`config.mk`:
```
export PLATFORM = sky130hd
export DESIGN_NAME = lmsd_top
export DESIGN_NICKNAME = d
export VERILOG_FILES = /design/src/core/lmsd_pkg.sv /design/src/core/lmsd_prescaler.sv /design/src/core/lmsd_dimmer.sv /design/src/core/lmsd_top.sv
export SDC_FILE = /design/constraint.sdc
export NUM_CORES = 1
export LEC_CHECK = 0
export ABC_CLOCK_PERIOD_IN_PS = 4100
export BUFFER_PORTS_ARGS = -buffer_cell sky130_fd_sc_hd__buf_2
export CAP_MARGIN = 20
export CORE_MARGIN = 2
export CORE_UTILIZATION = 55
export CTS_BUF_LIST = sky130_fd_sc_hd__clkbuf_4 sky130_fd_sc_hd__clkbuf_8
export DETAILED_ROUTE_END_ITERATION = 8
export GPL_ROUTABILITY_DRIVEN = 0
export PLACE_DENSITY = 0.83
export SETUP_SLACK_MARGIN = 0.02
export SLEW_MARGIN = 20
export SYNTH_ARGS = -nofsm -noshare
export SYNTH_HDL_FRONTEND = slang
export SYNTH_HIERARCHICAL = 1
export SYNTH_SLANG_ARGS = --single-unit
```
`constraint.sdc`:
```
create_clock -name clk -period 4.1 [get_ports clk]
set_input_delay 0.615 -clock clk [delete_from_list [all_inputs] [get_ports clk]]
set_output_delay 0.615 -clock clk [all_outputs]
set_load 0.005 [all_outputs]
```
`src/core/lmsd_pkg.sv`:
```
// constants and types shared by the led matrix scan driver
//
// How it works
// - duty field picks 1/8, 1/9, 1/10 scan
// - prescaler divides fast rc clock 64..8
// - freeze bit stops the scan clock
// - main level for leds 0-31, 40-59
// - smoothing bit: uniform or enhanced brightness
// - odd level for leds 33-39 odd
// - even level for leds 32-38 even
// - odd level drives all direct-drive leds
// - pin-enable bit 7 selects direct drive
// - pin-enable bits 0-6 gate pins 2-8
package lmsd_pkg;
    // ----------------------------------------------------------------
    // register map (index times four is the byte address)
    // ----------------------------------------------------------------
    localparam int          PADDR_W          = 12;
    localparam logic [7:0]  IDX_SCAN_CTRL    = 8'hB1;
    localparam logic [7:0]  IDX_BRIGHT_CTRL  = 8'hB2;
    localparam logic [7:0]  IDX_PIN_ENABLE   = 8'hB3;
    localparam logic [PADDR_W-1:0] ADDR_SCAN_CTRL   = {2'h0, IDX_SCAN_CTRL, 2'h0};
    localparam logic [PADDR_W-1:0] ADDR_BRIGHT_CTRL = {2'h0, IDX_BRIGHT_CTRL, 2'h0};
    localparam logic [PADDR_W-1:0] ADDR_PIN_ENABLE  = {2'h0, IDX_PIN_ENABLE, 2'h0};
    // ----------------------------------------------------------------
    // reset values
    // ----------------------------------------------------------------
    localparam logic [7:0]  RST_SCAN_CTRL    = 8'h07;
    localparam logic [7:0]  RST_BRIGHT_CTRL  = 8'h77;
    localparam logic [7:0]  RST_PIN_ENABLE   = 8'h00;
    // ----------------------------------------------------------------
    // field positions
    // ----------------------------------------------------------------
    localparam int          F_DUTY_LSB       = 6;
    localparam int          F_PSC_LSB        = 4;
    localparam int          F_FREEZE         = 3;
    localparam int          F_MAIN_LSB       = 0;
    localparam int          F_SMOOTH         = 7;
    localparam int          F_ODD_LSB        = 4;
    localparam int          F_EVEN_LSB       = 0;
    localparam int          F_DIRECT_EN      = 7;
    localparam int          DIRECT_PINS      = 7;
    // ----------------------------------------------------------------
    // scan geometry and prescaler
    // ----------------------------------------------------------------
    localparam logic [1:0]  DUTY_OFF         = 2'h0;
    localparam logic [1:0]  DUTY_8           = 2'h1;
    localparam logic [1:0]  DUTY_9           = 2'h2;
    localparam logic [3:0]  SLOTS_8          = 4'h8;
    localparam logic [3:0]  SLOTS_9          = 4'h9;
    localparam logic [3:0]  SLOTS_10         = 4'hA;
    localparam logic [2:0]  SEGS_4           = 3'h4;
    localparam logic [2:0]  SEGS_5           = 3'h5;
    localparam logic [2:0]  SEGS_6           = 3'h6;
    localparam int          MAX_SLOTS        = 10;
    localparam int          MAX_SEGS         = 6;
    localparam logic [6:0]  DIV_64           = 7'h40;
    localparam logic [6:0]  DIV_32           = 7'h20;
    localparam logic [6:0]  DIV_16           = 7'h10;
    localparam logic [6:0]  DIV_8            = 7'h08;
    localparam logic [2:0]  PHASE_LAST       = 3'h7;
    localparam logic [2:0]  LEVEL_MAX        = 3'h7;

    // operating mode of the driver
    typedef enum logic [2:0]
    {
        MODE_OFF    = 3'b001,
        MODE_MATRIX = 3'b010,
        MODE_DIRECT = 3'b100
    } lmsd_mode_e;
endpackage : lmsd_pkg

```
`src/core/lmsd_prescaler.sv`:
```
// scan clock divider from the fast internal rc clock
`timescale 1ns/1ps
`default_nettype none
module lmsd_prescaler
    import lmsd_pkg::*;
(
    input  wire logic       clk,
    input  wire logic       rst,
    input  wire logic [1:0] sel,
    input  wire logic       freeze,
    output var  logic       tick
);
    typedef struct packed
    {
        logic [6:0] cnt;
        logic       tick;
    } lmsd_psc_s;

    lmsd_psc_s st_r;
    lmsd_psc_s st_nxt;

    // divide ratio per prescaler code
    function automatic logic [6:0] div_of(input logic [1:0] code);
        unique case (code)
            2'h0:    div_of = DIV_64;
            2'h1:    div_of = DIV_32;
            2'h2:    div_of = DIV_16;
            default: div_of = DIV_8;
        endcase
    endfunction : div_of

    always_comb
    begin
        st_nxt      = st_r;
        st_nxt.tick = 1'b0;
        if (!freeze)
        begin
            if (st_r.cnt >= div_of(sel) - 7'h01)
            begin
                st_nxt.cnt  = 7'h00;
                st_nxt.tick = 1'b1;
            end
            else
            begin
                st_nxt.cnt = st_r.cnt + 7'h01;
            end
        end
    end

    // state register
    always_ff @(posedge clk)
    begin
        if (rst)
            st_r <= '0;
        else
            st_r <= st_nxt;
    end

    assign tick = st_r.tick;
endmodule : lmsd_prescaler
`default_nettype wire

```
`src/core/lmsd_dimmer.sv`:
```
// brightness gate: lit share of a slot from a three-bit level
`timescale 1ns/1ps
`default_nettype none
module lmsd_dimmer
    import lmsd_pkg::*;
(
    input  wire logic [2:0] level,
    input  wire logic [2:0] phase,
    input  wire logic       enhance,
    output var  logic       lit
);
    always_comb
    begin
        if (enhance && level != LEVEL_MAX)
            lit = (phase <= level + 3'h1);
        else
            lit = (phase <= level);
    end
endmodule : lmsd_dimmer
`default_nettype wire

```
`src/core/lmsd_top.sv`:
```
// led matrix scan driver: apb registers, scan sequencer, pin drive
`timescale 1ns/1ps
`default_nettype none
module lmsd_top
    import lmsd_pkg::*;
(
    input  wire logic               clk,
    input  wire logic               rst,
    input  wire logic               psel,
    input  wire logic               penable,
    input  wire logic               pwrite,
    input  wire logic [PADDR_W-1:0] paddr,
    input  wire logic [31:0]        pwdata,
    output var  logic               pready,
    output var  logic [31:0]        prdata,
    output var  logic               pslverr,
    input  wire logic [63:0]        led_data,
    output var  logic [MAX_SLOTS-1:0] com_drive,
    output var  logic [MAX_SEGS-1:0]  seg_drive,
    output var  logic [DIRECT_PINS-1:0] direct_drive,
    output var  logic [3:0]         scan_slot
);
    // ----------------------------------------------------------------
    // state
    // ----------------------------------------------------------------
    typedef struct packed
    {
        logic [7:0]              scan_ctrl;
        logic [7:0]              bright_ctrl;
        logic [7:0]              pin_enable;
        logic                    pready;
        logic [31:0]             prdata;
        logic                    pslverr;
        lmsd_mode_e              mode;
        logic [2:0]              phase;
        logic [3:0]              slot;
        logic [MAX_SLOTS-1:0]    com;
        logic [MAX_SEGS-1:0]     seg;
        logic [DIRECT_PINS-1:0]  dpin;
    } lmsd_state_s;

    lmsd_state_s st_r;
    lmsd_state_s st_nxt;

    logic       scan_tick;
    logic       lit_main;
    logic       lit_odd;
    logic       lit_even;
    logic       wr_take;
    logic [1:0] duty;
    logic       smooth;

    assign duty    = st_r.scan_ctrl[F_DUTY_LSB +: 2];
    assign smooth  = st_r.bright_ctrl[F_SMOOTH];
    assign wr_take = psel && penable && pready && pwrite;

    // ----------------------------------------------------------------
    // helpers
    // ----------------------------------------------------------------
    // slots per frame
    function automatic logic [3:0] slots_of(input logic [1:0] d);
        unique case (d)
            DUTY_8:  slots_of = SLOTS_8;
            DUTY_9:  slots_of = SLOTS_9;
            default: slots_of = SLOTS_10;
        endcase
    endfunction : slots_of

    function automatic logic [2:0] segs_of(input logic [1:0] d);
        unique case (d)
            DUTY_8:  segs_of = SEGS_4;
            DUTY_9:  segs_of = SEGS_5;
            default: segs_of = SEGS_6;
        endcase
    endfunction : segs_of

    // register hit for an address
    function automatic logic is_reg(input logic [PADDR_W-1:0] a);
        is_reg = (a == ADDR_SCAN_CTRL) || (a == ADDR_BRIGHT_CTRL)
              || (a == ADDR_PIN_ENABLE);
    endfunction : is_reg

    // ----------------------------------------------------------------
    // scan clock and brightness gates
    // ----------------------------------------------------------------
    lmsd_prescaler u_psc
    (
        .clk    (clk),
        .rst    (rst),
        .sel    (st_r.scan_ctrl[F_PSC_LSB +: 2]),
        .freeze (st_r.scan_ctrl[F_FREEZE]),
        .tick   (scan_tick)
    );

    lmsd_dimmer u_dim_main
    (
        .level   (st_r.scan_ctrl[F_MAIN_LSB +: 3]),
        .phase   (st_r.phase),
        .enhance (smooth),
        .lit     (lit_main)
    );

    lmsd_dimmer u_dim_odd
    (
        .level   (st_r.bright_ctrl[F_ODD_LSB +: 3]),
        .phase   (st_r.phase),
        .enhance (smooth),
        .lit     (lit_odd)
    );

    lmsd_dimmer u_dim_even
    (
        .level   (st_r.bright_ctrl[F_EVEN_LSB +: 3]),
        .phase   (st_r.phase),
        .enhance (smooth),
        .lit     (lit_even)
    );

    // ----------------------------------------------------------------
    // next state
    // ----------------------------------------------------------------
    always_comb
    begin
        logic [5:0] led_no;
        led_no = 6'h00;
        st_nxt = st_r;

        // apb answer is ready in the access cycle after setup
        st_nxt.pready  = psel && !penable;
        st_nxt.pslverr = psel && !penable && !is_reg(paddr);
        if (psel && !penable)
        begin
            unique case (paddr)
                ADDR_SCAN_CTRL:   st_nxt.prdata = {24'h0, st_r.scan_ctrl};
                ADDR_BRIGHT_CTRL: st_nxt.prdata = {24'h0, st_r.bright_ctrl};
                ADDR_PIN_ENABLE:  st_nxt.prdata = {24'h0, st_r.pin_enable};
                default:          st_nxt.prdata = 32'h0;
            endcase
        end

        // register writes at the access edge
        if (wr_take && paddr == ADDR_SCAN_CTRL)
            st_nxt.scan_ctrl = pwdata[7:0];
        if (wr_take && paddr == ADDR_BRIGHT_CTRL)
            st_nxt.bright_ctrl = pwdata[7:0];
        if (wr_take && paddr == ADDR_PIN_ENABLE)
            st_nxt.pin_enable = pwdata[7:0];

        if (st_r.pin_enable[F_DIRECT_EN])
            st_nxt.mode = MODE_DIRECT;
        else if (duty != DUTY_OFF)
            st_nxt.mode = MODE_MATRIX;
        else
            st_nxt.mode = MODE_OFF;

        // sequence moves on scan ticks; a matrix slot beyond the duty count clears to 0 without one
        if (scan_tick)
        begin
            st_nxt.phase = st_r.phase + 3'h1;
            if (st_r.phase == PHASE_LAST)
            begin
                if (st_r.slot >= slots_of(duty) - 4'h1)
                    st_nxt.slot = 4'h0;
                else
                    st_nxt.slot = st_r.slot + 4'h1;
            end
        end
        if (st_r.mode == MODE_MATRIX && st_r.slot >= slots_of(duty))
            st_nxt.slot = 4'h0;

        // pin drive
        st_nxt.com  = '0;
        st_nxt.seg  = '0;
        st_nxt.dpin = '0;
        unique case (st_r.mode)
            MODE_MATRIX:
            begin
                st_nxt.com[st_r.slot] = 1'b1;
                for (int j = 0; j < MAX_SEGS; j++)
                begin
                    led_no = 6'(st_r.slot * 6 + j);
                    if (3'(j) < segs_of(duty) && led_data[led_no])
                    begin
                        if (led_no >= 6'd32 && led_no <= 6'd39 && led_no[0])
                            st_nxt.seg[j] = lit_odd;
                        else if (led_no >= 6'd32 && led_no <= 6'd39)
                            st_nxt.seg[j] = lit_even;
                        else
                            st_nxt.seg[j] = lit_main;
                    end
                end
            end
            MODE_DIRECT:
            begin
                st_nxt.dpin = st_r.pin_enable[DIRECT_PINS-1:0]
                            & led_data[DIRECT_PINS-1:0]
                            & {DIRECT_PINS{lit_odd}};
            end
            MODE_OFF:
            begin
                st_nxt.dpin = '0;
            end
        endcase
    end

    // ----------------------------------------------------------------
    // state register
    // ----------------------------------------------------------------
    always_ff @(posedge clk)
    begin
        if (rst)
        begin
            st_r             <= '0;
            st_r.scan_ctrl   <= RST_SCAN_CTRL;
            st_r.bright_ctrl <= RST_BRIGHT_CTRL;
            st_r.pin_enable  <= RST_PIN_ENABLE;
            st_r.mode        <= MODE_OFF;
        end
        else
        begin
            st_r <= st_nxt;
        end
    end

    // outputs straight from flops
    assign pready       = st_r.pready;
    assign prdata       = st_r.prdata;
    assign pslverr      = st_r.pslverr;
    assign com_drive    = st_r.com;
    assign seg_drive    = st_r.seg;
    assign direct_drive = st_r.dpin;
    assign scan_slot    = st_r.slot;
endmodule : lmsd_top
`default_nettype wire

```
==> results.txt, run 1 <==
- After routing, the total negative slack on setup checks comes to 0 ns.
* Total via count in the routed design: between 5,000 and 6,000
- Post-place setup slack: 0.594 ns
* Cell area reported after detailed placement: 0.00667 sq mm
- In this run, the number of DRC markers left after iteration 0 of detailed routing was 526.
- Total global routing track utilization: about a quarter
- The first global-routing pass estimated 25,100 um of wire.
- DPL Wire Length: 12,100 um
- The post-route netlist has 32.8% of its cells at a drive strength greater than 1.
* Synthesized flop and latch total: 75
- Gates resized during post-CTS repair numbered 0.
- Hold slack: 0.467 ns
- Gate Count Post-Synth: 616
- After detailed routing, the average wire length per cell comes to 18.6 um.
- Setup violations remaining at the end of the flow were counted as 0.
- Endpoint required time on the critical path: 4.33 ns
- CTS built an H-tree with a depth of 3.
- TritonCTS created 9 clock buffers.
- The floorplan step defined a core boundary enclosing 0.0113 sq mm.
- In this run the count of I/O pins placed on the die edge is roughly 170.
- Launching element type of the critical path: flip-flop
* Number of setup buffers added after CTS: 0
- In the synthesized netlist the dominant register cell turns out to be sky130_fd_sc_hd__dfxtp_1.
* Largest buffer count on any clock path: 2
* Hold Fails Final Rpt: 0
* Count of input and output buffers: between 100 and 150
- Area of all placed cells without fillers: 0.00690 sq mm
* # diodes: 0
- Reported leakage power: approximately 0.0033 uW
- The critical path is of the reg -> reg type.
- Total Wirelength: 15,700 um
- Number of buffers added to fix hold violations after cts: 0
* Clock period minus worst slack: 3.52 ns
* Clock root cell: sky130_fd_sc_hd__clkbuf_8
- The number of slew-limit violations in the final report came to 0.
* Number of violations of the max-capacitance limit: 0
- Horizontal die dimension: 111 um
- Post-synth EDFFs: 0
- Vertical extent of the die: approximately 110 um
- The layout has 934 filler cells.
* Worst EP arrival: 3.76 ns
- Antenna violations before repair: 0
- RSZ-0062 raised after global routing: no
- STA classifies the critical path endpoint as a flip-flop.
- Entering global routing, the biggest net connects 48 pins.
- A synthesized cell averages 10.3 sq um.
* Nets: approximately 870
- Together, buffers and inverters on the worst path number 4.
- Highest Clock Rate: 0.284 GHz
* Fraction of the mapped netlist area in adder cells: 11.2%
- For this run the aggregate overflow at the end of global routing stands at 0.
- For this configuration, the core starts out at a cell density of between 50% and 60%.
- Summing the areas of all xor and xnor instances in the mapped netlist gives 3.15% of the synthesized area.
* Num Clock Sinks: 75
- After detailed routing, the number of vias per cell comes to 6.21.
- The flow ran to the end, and the final reports show no timing, DRC or antenna violations.
- The largest single stage delay on the critical path is 0.64 ns.
- Setup ws final: 0.577 ns
* Share of cell area taken by muxes after synthesis: 26.2%
* Iteration count of the initial detailed-routing pass: 6
- Synthesis Warnings: 6
* Largest driver fanout on the critical path: 47
- Vias in the first global route: 5,311
- After floorplanning, the core was divided into 39 placement rows.
* Proportion of synthesized flip-flops having asynchronous set or reset: 0%
- Multi-input logic area: 0.00416 sq mm
- Relative slew slack: 51.1%
- In this run, distinct cell masters in the synthesized netlist total 68.
- TritonCTS built the clock tree.
* Die footprint: 0.0124 sq mm
* Residual DRC count: 0
- The share of the Yosys chip area taken by registers is 23.8%.
- Compound-gate portion of the synthesized area: 10.8%
- Clock slew seen by the registers of the worst setup and hold paths: 0.09 ns
- Crit-path slowest cell: sky130_fd_sc_hd__mux4_1
* Layout overhead on the synthesized area: 9.19%
- The cell area that synthesis handed to floorplanning was 0.00631 sq mm.
- Peak supply drop: ~0.19 mV
* Main combinational cell family by area after synthesis: multiplexers
- Post-route fraction of the period consumed by the critical path: 85.9%
- Among cell families on the critical path, the largest total delay comes from buffers and inverters.
- Clock latency on the worst-skew pair, taken at its later pin, is 0.36 ns.
* Crit-path cells: clkinv_1, buf_4, ha_2, buf_4, clkinv_1, mux4_1, and2_1, a2111oi_2, nor4_2
- Synth Area in Simple Gates: 13.0%
- Power density over cell area: 224 mW/mm^2
- The count of nets left with antenna violations once routing finished came out at 0.
* Worst Skew: 0.0125 ns
- The worst hold path belongs to the class reg -> reg.
- Across the whole layout, storage elements account for 0.00150 sq mm.
- For the pin with the worst max-slew slack, the measured transition is 0.732 ns.
## cell usage after synthesis (4+ instances only)
| library cell | instances | share of area [%] |
|---|---|---|
| sky130_fd_sc_hd__and2_1 | 5 | 0.50 |
| sky130_fd_sc_hd__dfxtp_1 | 75 | 24 |
| sky130_fd_sc_hd__or3_1 | 4 | 0.40 |
| sky130_fd_sc_hd__ha_1 | 55 | 11 |
| sky130_fd_sc_hd__and3_1 | 19 | 1.9 |
| sky130_fd_sc_hd__a211oi_1 | 9 | 1.1 |
| sky130_fd_sc_hd__xor2_1 | 4 | 0.55 |
| sky130_fd_sc_hd__nor4_1 | 4 | 0.40 |
| sky130_fd_sc_hd__nand2_1 | 43 | 2.6 |
| sky130_fd_sc_hd__o21ai_0 | 19 | 1.5 |
| sky130_fd_sc_hd__mux4_2 | 51 | 18 |
| sky130_fd_sc_hd__xnor2_1 | 9 | 1.2 |
| sky130_fd_sc_hd__mux2i_1 | 35 | 5.5 |
| sky130_fd_sc_hd__mux2_2 | 9 | 1.6 |
| sky130_fd_sc_hd__buf_4 | 64 | 7.6 |
| sky130_fd_sc_hd__nand3_1 | 10 | 0.79 |
| sky130_fd_sc_hd__a22oi_1 | 8 | 0.95 |
| sky130_fd_sc_hd__nor2_1 | 31 | 1.8 |
| sky130_fd_sc_hd__inv_1 | 37 | 2.2 |
| sky130_fd_sc_hd__buf_2 | 8 | 0.63 |
| sky130_fd_sc_hd__a31oi_1 | 5 | 0.50 |
| sky130_fd_sc_hd__clkbuf_1 | 10 | 0.59 |
| sky130_fd_sc_hd__nand3b_1 | 8 | 0.95 |
| sky130_fd_sc_hd__a21oi_1 | 22 | 1.7 |
## flip-flops by register name (all words and copies together), names as in the netlist
signal / flops
st_r: 27
com_drive: 10
prdata: 8
direct_drive: 7
u_psc/st_r: 7
seg_drive: 6
scan_slot: 4
duty: 2
pready: 1
pslverr: 1
smooth: 1
u_psc/tick: 1
## metal layers
layer	wire, um	track usage (%)
met5	0	0
met1	6210	31.2
met2	7860	42.9
met4	429	9.71
met3	1230	4.92
## metrics by stage
stage | util (%) | std cells | total power [uW]
after detailed placement | 58.9 | 828 | 907
after floorplan | - | 639 | 845
after CTS | 60.9 | 844 | 1550
after global routing | 60.9 | 844 | 1600
final | 60.9 | 844 | 1550
after global placement | 58.9 | 828 | 901
## final cells by class
class	count	area share, %
clock buffer	9	1.80
clock inverter	7	1.52
inverter	40	2.18
multi-input combinational	438	60.3
sequential	75	21.8
tap	143	2.59
timing repair buffer	132	9.83
## worst register-to-register path, cell delays in order (launching register included)
cell and delay (ns):
sky130_fd_sc_hd__dfxtp_2 0.37, sky130_fd_sc_hd__clkinv_1 0.06, sky130_fd_sc_hd__buf_4 0.19, sky130_fd_sc_hd__ha_2 0.35, sky130_fd_sc_hd__buf_4 0.56, sky130_fd_sc_hd__clkinv_1 0.58
sky130_fd_sc_hd__mux4_1 0.64, sky130_fd_sc_hd__and2_1 0.20, sky130_fd_sc_hd__a2111oi_2 0.38, sky130_fd_sc_hd__nor4_2 0.08
## cells by family after synthesis
family          count (synthesis)
mux                            97
fa+ha+maj                      56
xor+xnor                       17
other cells                     2
flops                          75
simple gates                  151
buf+inv                       126
compound gates                 92
## report_power, final
part | internal (uW) | leakage [uW] | total [uW] | switching, uW
Sequential | 731 | 0.000606 | 735 | 4.23
Combinational | 81.4 | 0.00254 | 159 | 77.4
Clock | 353 | 0.000113 | 652 | 299
Total | 1170 | 0.00326 | 1550 | 381
## placed cells by master (no fill, tap or decap), types with 7 or more instances in the layout
cell,netlist,routed
sky130_fd_sc_hd__buf_2,8,125
sky130_fd_sc_hd__dfxtp_1,75,74
sky130_fd_sc_hd__ha_1,55,54
sky130_fd_sc_hd__mux4_2,51,51
sky130_fd_sc_hd__nand2_1,43,43
sky130_fd_sc_hd__inv_1,37,37
sky130_fd_sc_hd__mux2i_1,35,35
sky130_fd_sc_hd__nor2_1,31,31
sky130_fd_sc_hd__conb_1,2,25
sky130_fd_sc_hd__a21oi_1,22,22
sky130_fd_sc_hd__and3_1,19,19
sky130_fd_sc_hd__o21ai_0,19,19
sky130_fd_sc_hd__nand3_1,10,10
sky130_fd_sc_hd__mux2_2,9,9
sky130_fd_sc_hd__xnor2_1,9,9
sky130_fd_sc_hd__a211oi_1,9,9
sky130_fd_sc_hd__clkbuf_8,0,9
sky130_fd_sc_hd__a22oi_1,8,8
sky130_fd_sc_hd__nand3b_1,8,8
sky130_fd_sc_hd__buf_4,64,7
## path summary, 6_finish.rpt
check	startpoint	end	slack, ns	depth (start not counted)
hold / removal	prdata[6]	prdata[6]	0.47	2
setup / recovery	scan_slot[0]	seg_drive[2]	0.58	9
hold reg to reg	prdata[6]	prdata[6]	0.47	2
setup reg to reg	scan_slot[0]	seg_drive[2]	0.58	9
Note: power is estimated with default switching activity, not from simulation.
==> run 2: changes to the inputs <==
--- a/config.mk
+++ b/config.mk
@@ -6,14 +6,14 @@
 export NUM_CORES = 1
 export LEC_CHECK = 0
 export ABC_CLOCK_PERIOD_IN_PS = 4100
-export BUFFER_PORTS_ARGS = -buffer_cell sky130_fd_sc_hd__buf_2
 export CAP_MARGIN = 20
 export CORE_MARGIN = 2
 export CORE_UTILIZATION = 55
 export CTS_BUF_LIST = sky130_fd_sc_hd__clkbuf_4 sky130_fd_sc_hd__clkbuf_8
 export DETAILED_ROUTE_END_ITERATION = 8
+export DONT_BUFFER_PORTS = 1
 export GPL_ROUTABILITY_DRIVEN = 0
-export PLACE_DENSITY = 0.83
+export PLACE_DENSITY_LB_ADDON = 0.2
 export SETUP_SLACK_MARGIN = 0.02
 export SLEW_MARGIN = 20
 export SYNTH_ARGS = -nofsm -noshare
==> run 2 against run 1 <==
Effect of this change: wire length down 8.0%; worst hold slack worse by 0.16 ns; non-clock buffer count decreased by 120; critical path type unchanged; clock power down 16%; via count fell by 13%; highest routed layer unchanged; global-route usage fell by 1.4 points; register-to-register slack improved by 0.21 ns; critical endpoint unchanged; sequential power hardly changed; sequential cell count unchanged.
==> results.txt, run 2 (synthesis results as in run 1) <==
* DPL Wire Length: 11,200 um (was 12,100 um)
- Setup TNS after final layout: 0 ns (unchanged)
- The maximum VDD drop came to 0.185 mV (was 0.194 mV).
* R2r startpoint: scan_slot[0] (unchanged)
- RSZ-0062 raised after global routing: no (unchanged).
- Post-route fraction of the period consumed by the critical path: 80.8% (was 85.9%)
- Min-delay worst type: in -> reg (was reg -> reg)
- The count of antenna diodes in the layout came to 0 (unchanged).
- The final critical-path required period came to 3.31 ns (was 3.52 ns).
* Crit-path cells: buf_4, clkinv_1, buf_4, ha_2, buf_4, clkinv_1, mux4_1, and2_1, a2111oi_2, nor4_2 (was clkinv_1, buf_4, ha_2, buf_4, clkinv_1, mux4_1, and2_1, a2111oi_2, nor4_2)
- The highest clock frequency the design can meet was 0.302 GHz (was 0.284 GHz).
- The count of TritonRoute iterations in the first routing pass is 5 (was 6).
* Hold Fails Final Rpt: 0 (unchanged)
- The sink count of the clock tree came to 75 (unchanged).
- Total Wirelength: 14,500 um (was 15,700 um)
- Register Area: 0.00150 sq mm (unchanged)
- Vertical extent of the die: 111 um (unchanged)
- Worst Path Class, Setup: reg -> reg (unchanged)
- The peak fanout along the critical path is 22 (was 47).
- Horizontal die dimension: 111 um (unchanged)
- The clock transition at the registers of the reported paths came to 0.10 ns (was 0.09 ns).
- The final standard cell area without fillers was 0.00626 sq mm (was 0.00690 sq mm).
- The leakage power summed over all cells is 0.00271 uW (was 0.00326 uW).
- The area of the core was 0.0113 sq mm (unchanged).
* Number of endpoints failing setup at the final stage: 0 (unchanged)
- Nets: 745 (was 865)
* Startpoint of the lowest-slack hold path: rst (was prdata[6])
- Post-cts gate resize count: 0 (unchanged)
- Launching element type of the critical path: flip-flop (unchanged)
- DRT iter0 DRCs: 293 (was 526)
- Worst setup EP type: flip-flop (unchanged)
- Power density over cell area: 218 mW/mm^2 (was 224 mW/mm^2)
* Remaining antenna violation count after routing: 0 (unchanged)
* Endpoint required time on the critical path: 4.34 ns (was 4.33 ns)
- The setup skew after layout was 0.0179 ns (was 0.0125 ns).
- The depth of the CTS H-tree came to 3 (unchanged).
* Layout cell share with drive strength beyond 1: 18.9% (was 32.8%)
- Count of input and output buffers: 0 (was 125)
- Total power of the final layout: 1370 uW (was 1550 uW)
* Inst Count DP: 708 (was 828)
- The number of standard-cell rows in the floorplan came to 39 (unchanged).
- The mean number of vias per cell is 6.27 (was 6.21).
- The die outline area was 0.0124 sq mm (unchanged).
- The peak per-stage delay on the critical path is 0.57 ns (was 0.64 ns).
- The total CTS buffers came to 9 (unchanged).
* Total via count in the routed design: 4,537 (was 5,239)
- The number of filler cells placed in the layout is 1,035 (was 934).
* GRT met2 Usage: 38.6% (was 42.9%)
- The leftover overflow at the end of global routing came to 0 (unchanged).
- Highest-count cells in the layout ignoring fill and taps: sky130_fd_sc_hd__dfxtp_1, sky130_fd_sc_hd__ha_1, sky130_fd_sc_hd__mux4_2 (was sky130_fd_sc_hd__buf_2, sky130_fd_sc_hd__dfxtp_1, sky130_fd_sc_hd__ha_1)
- The post-CTS setup buffer count is 0 (unchanged).
- Flip-flop count of the largest register, all copies and words added: 27 (unchanged)
* Largest buffer count on any clock path: 2 (unchanged)
* Worst Tran Pin Value: 0.776 ns (was 0.732 ns)
- Dominant cell type by count on the critical path: sky130_fd_sc_hd__buf_4
- Clock tree from TritonCTS: built (unchanged)
* Register containing the most flip-flops in the final layout: st_r (unchanged)
- The root buffer cell was sky130_fd_sc_hd__clkbuf_8 (unchanged).
- The count of buffering cells on the critical path with inverters included came to 5 (was 4).
* Post-DR wirelength/cell: 20.0 um (was 18.6 um)
* Multi-input logic area: 0.00416 sq mm (unchanged)
- I/O pin count: 174 (unchanged)
- Global-route wire length before repair: 23,500 um (was 25,100 um)
- Worst EP arrival: 3.56 ns (was 3.76 ns)
* GRT met1 Usage: 31.2% (about the same)
- The family with the most delay on the worst path is buffers and inverters (unchanged).
* Cell area reported after detailed placement: 0.00608 sq mm (was 0.00667 sq mm)
* Worst-Skew Late Latency: 0.36 ns (about the same)
* Number of violations of the max-capacitance limit: 0 (unchanged)
- The fraction of met3 tracks used by global routing is 6.07% (was 4.92%).
- The initial antenna violation count came to 0 (unchanged).
* Start point of the critical path: scan_slot[0] (unchanged)
* Relative slew slack: 48.2% (was 51.1%)
* Global route hottest layer: met2 (unchanged)
- Number of max-slew violations in the final report: 0 (unchanged)
- Number of buffers added to fix hold violations after cts: 0 (unchanged)
- Total global routing track utilization: 23.6% (was 25.0%)
- The slowest cell on the critical path was sky130_fd_sc_hd__mux4_1 (unchanged).
* Residual DRC count: 0 (unchanged)
- Final cell utilization of the core: 55.3% (was 60.9%)
- Layout overhead on the synthesized area: -0.872% (was 9.19%)
- Outcome: finished clean (unchanged).
* Maximum number of pins on one net before global-route repair: 30 (was 48)
- Initial cell density of the core: 55.8% (unchanged)
- The most common cell after layout, fill and taps aside is sky130_fd_sc_hd__dfxtp_1 (was sky130_fd_sc_hd__buf_2).
* Vias in the first global route: 4,581 (was 5,311)
- The count of non-filler cells in the finished layout was 724 (was 844).
[run 2: cell type report]
| class | instances | share of cell area (%) |
|---|---|---|
| Sequential cell | 75 | 24.0 |
| Clock inverter | 7 | 0.919 |
| Inverter | 40 | 2.40 |
| Timing Repair Buffer | 12 | 1.44 |
| Tap cell | 143 | 2.86 |
| Multi-Input combinational cell | 438 | 66.4 |
| Clock buffer | 9 | 1.98 |
[run 2: per-layer routing]
layer / routed length [um] / part of all wire (%) / vias up
met4: 184 / 1.3 / 0
met1: 6230 / 43 / 2249
met5: 0 / 0 / -
met3: 1080 / 7.4 / 15
met2: 6980 / 48 / 164
li1: - / - / 2109
[run 2: worst paths after layout]
| path | end | slack (ns) | cells after the start |
|---|---|---|---|
| hold reg to reg | prdata[0] | 0.49 | 2 |
| setup / recovery | seg_drive[2] | 0.79 | 10 |
| setup reg to reg | seg_drive[2] | 0.79 | 10 |
| hold / removal | st_r[88] | 0.31 | 1 |
[run 2: where the power goes]
part	switching [uW]	internal [uW]
Clock	317	228
Sequential	4.35	731
Combinational	33.1	51.6
Total	354	1010
[run 2: worst reg2reg max path: stages (launching register included)]
cell and delay [ns]:
sky130_fd_sc_hd__dfxtp_2 0.34, sky130_fd_sc_hd__buf_4 0.31, sky130_fd_sc_hd__clkinv_1 0.11, sky130_fd_sc_hd__buf_4 0.21, sky130_fd_sc_hd__ha_2 0.35, sky130_fd_sc_hd__buf_4 0.29
sky130_fd_sc_hd__clkinv_1 0.40, sky130_fd_sc_hd__mux4_1 0.57, sky130_fd_sc_hd__and2_1 0.18, sky130_fd_sc_hd__a2111oi_2 0.36, sky130_fd_sc_hd__nor4_2 0.08
[run 2: through the flow]
stage / hold slack, ns / setup slack (ns)
floorplan: 0.426 / 0.595
global placement: 0.472 / 0.818
detailed placement: 0.474 / 0.759
CTS: 0.292 / 0.751
global route: 0.288 / 0.536
finish: 0.311 / 0.786
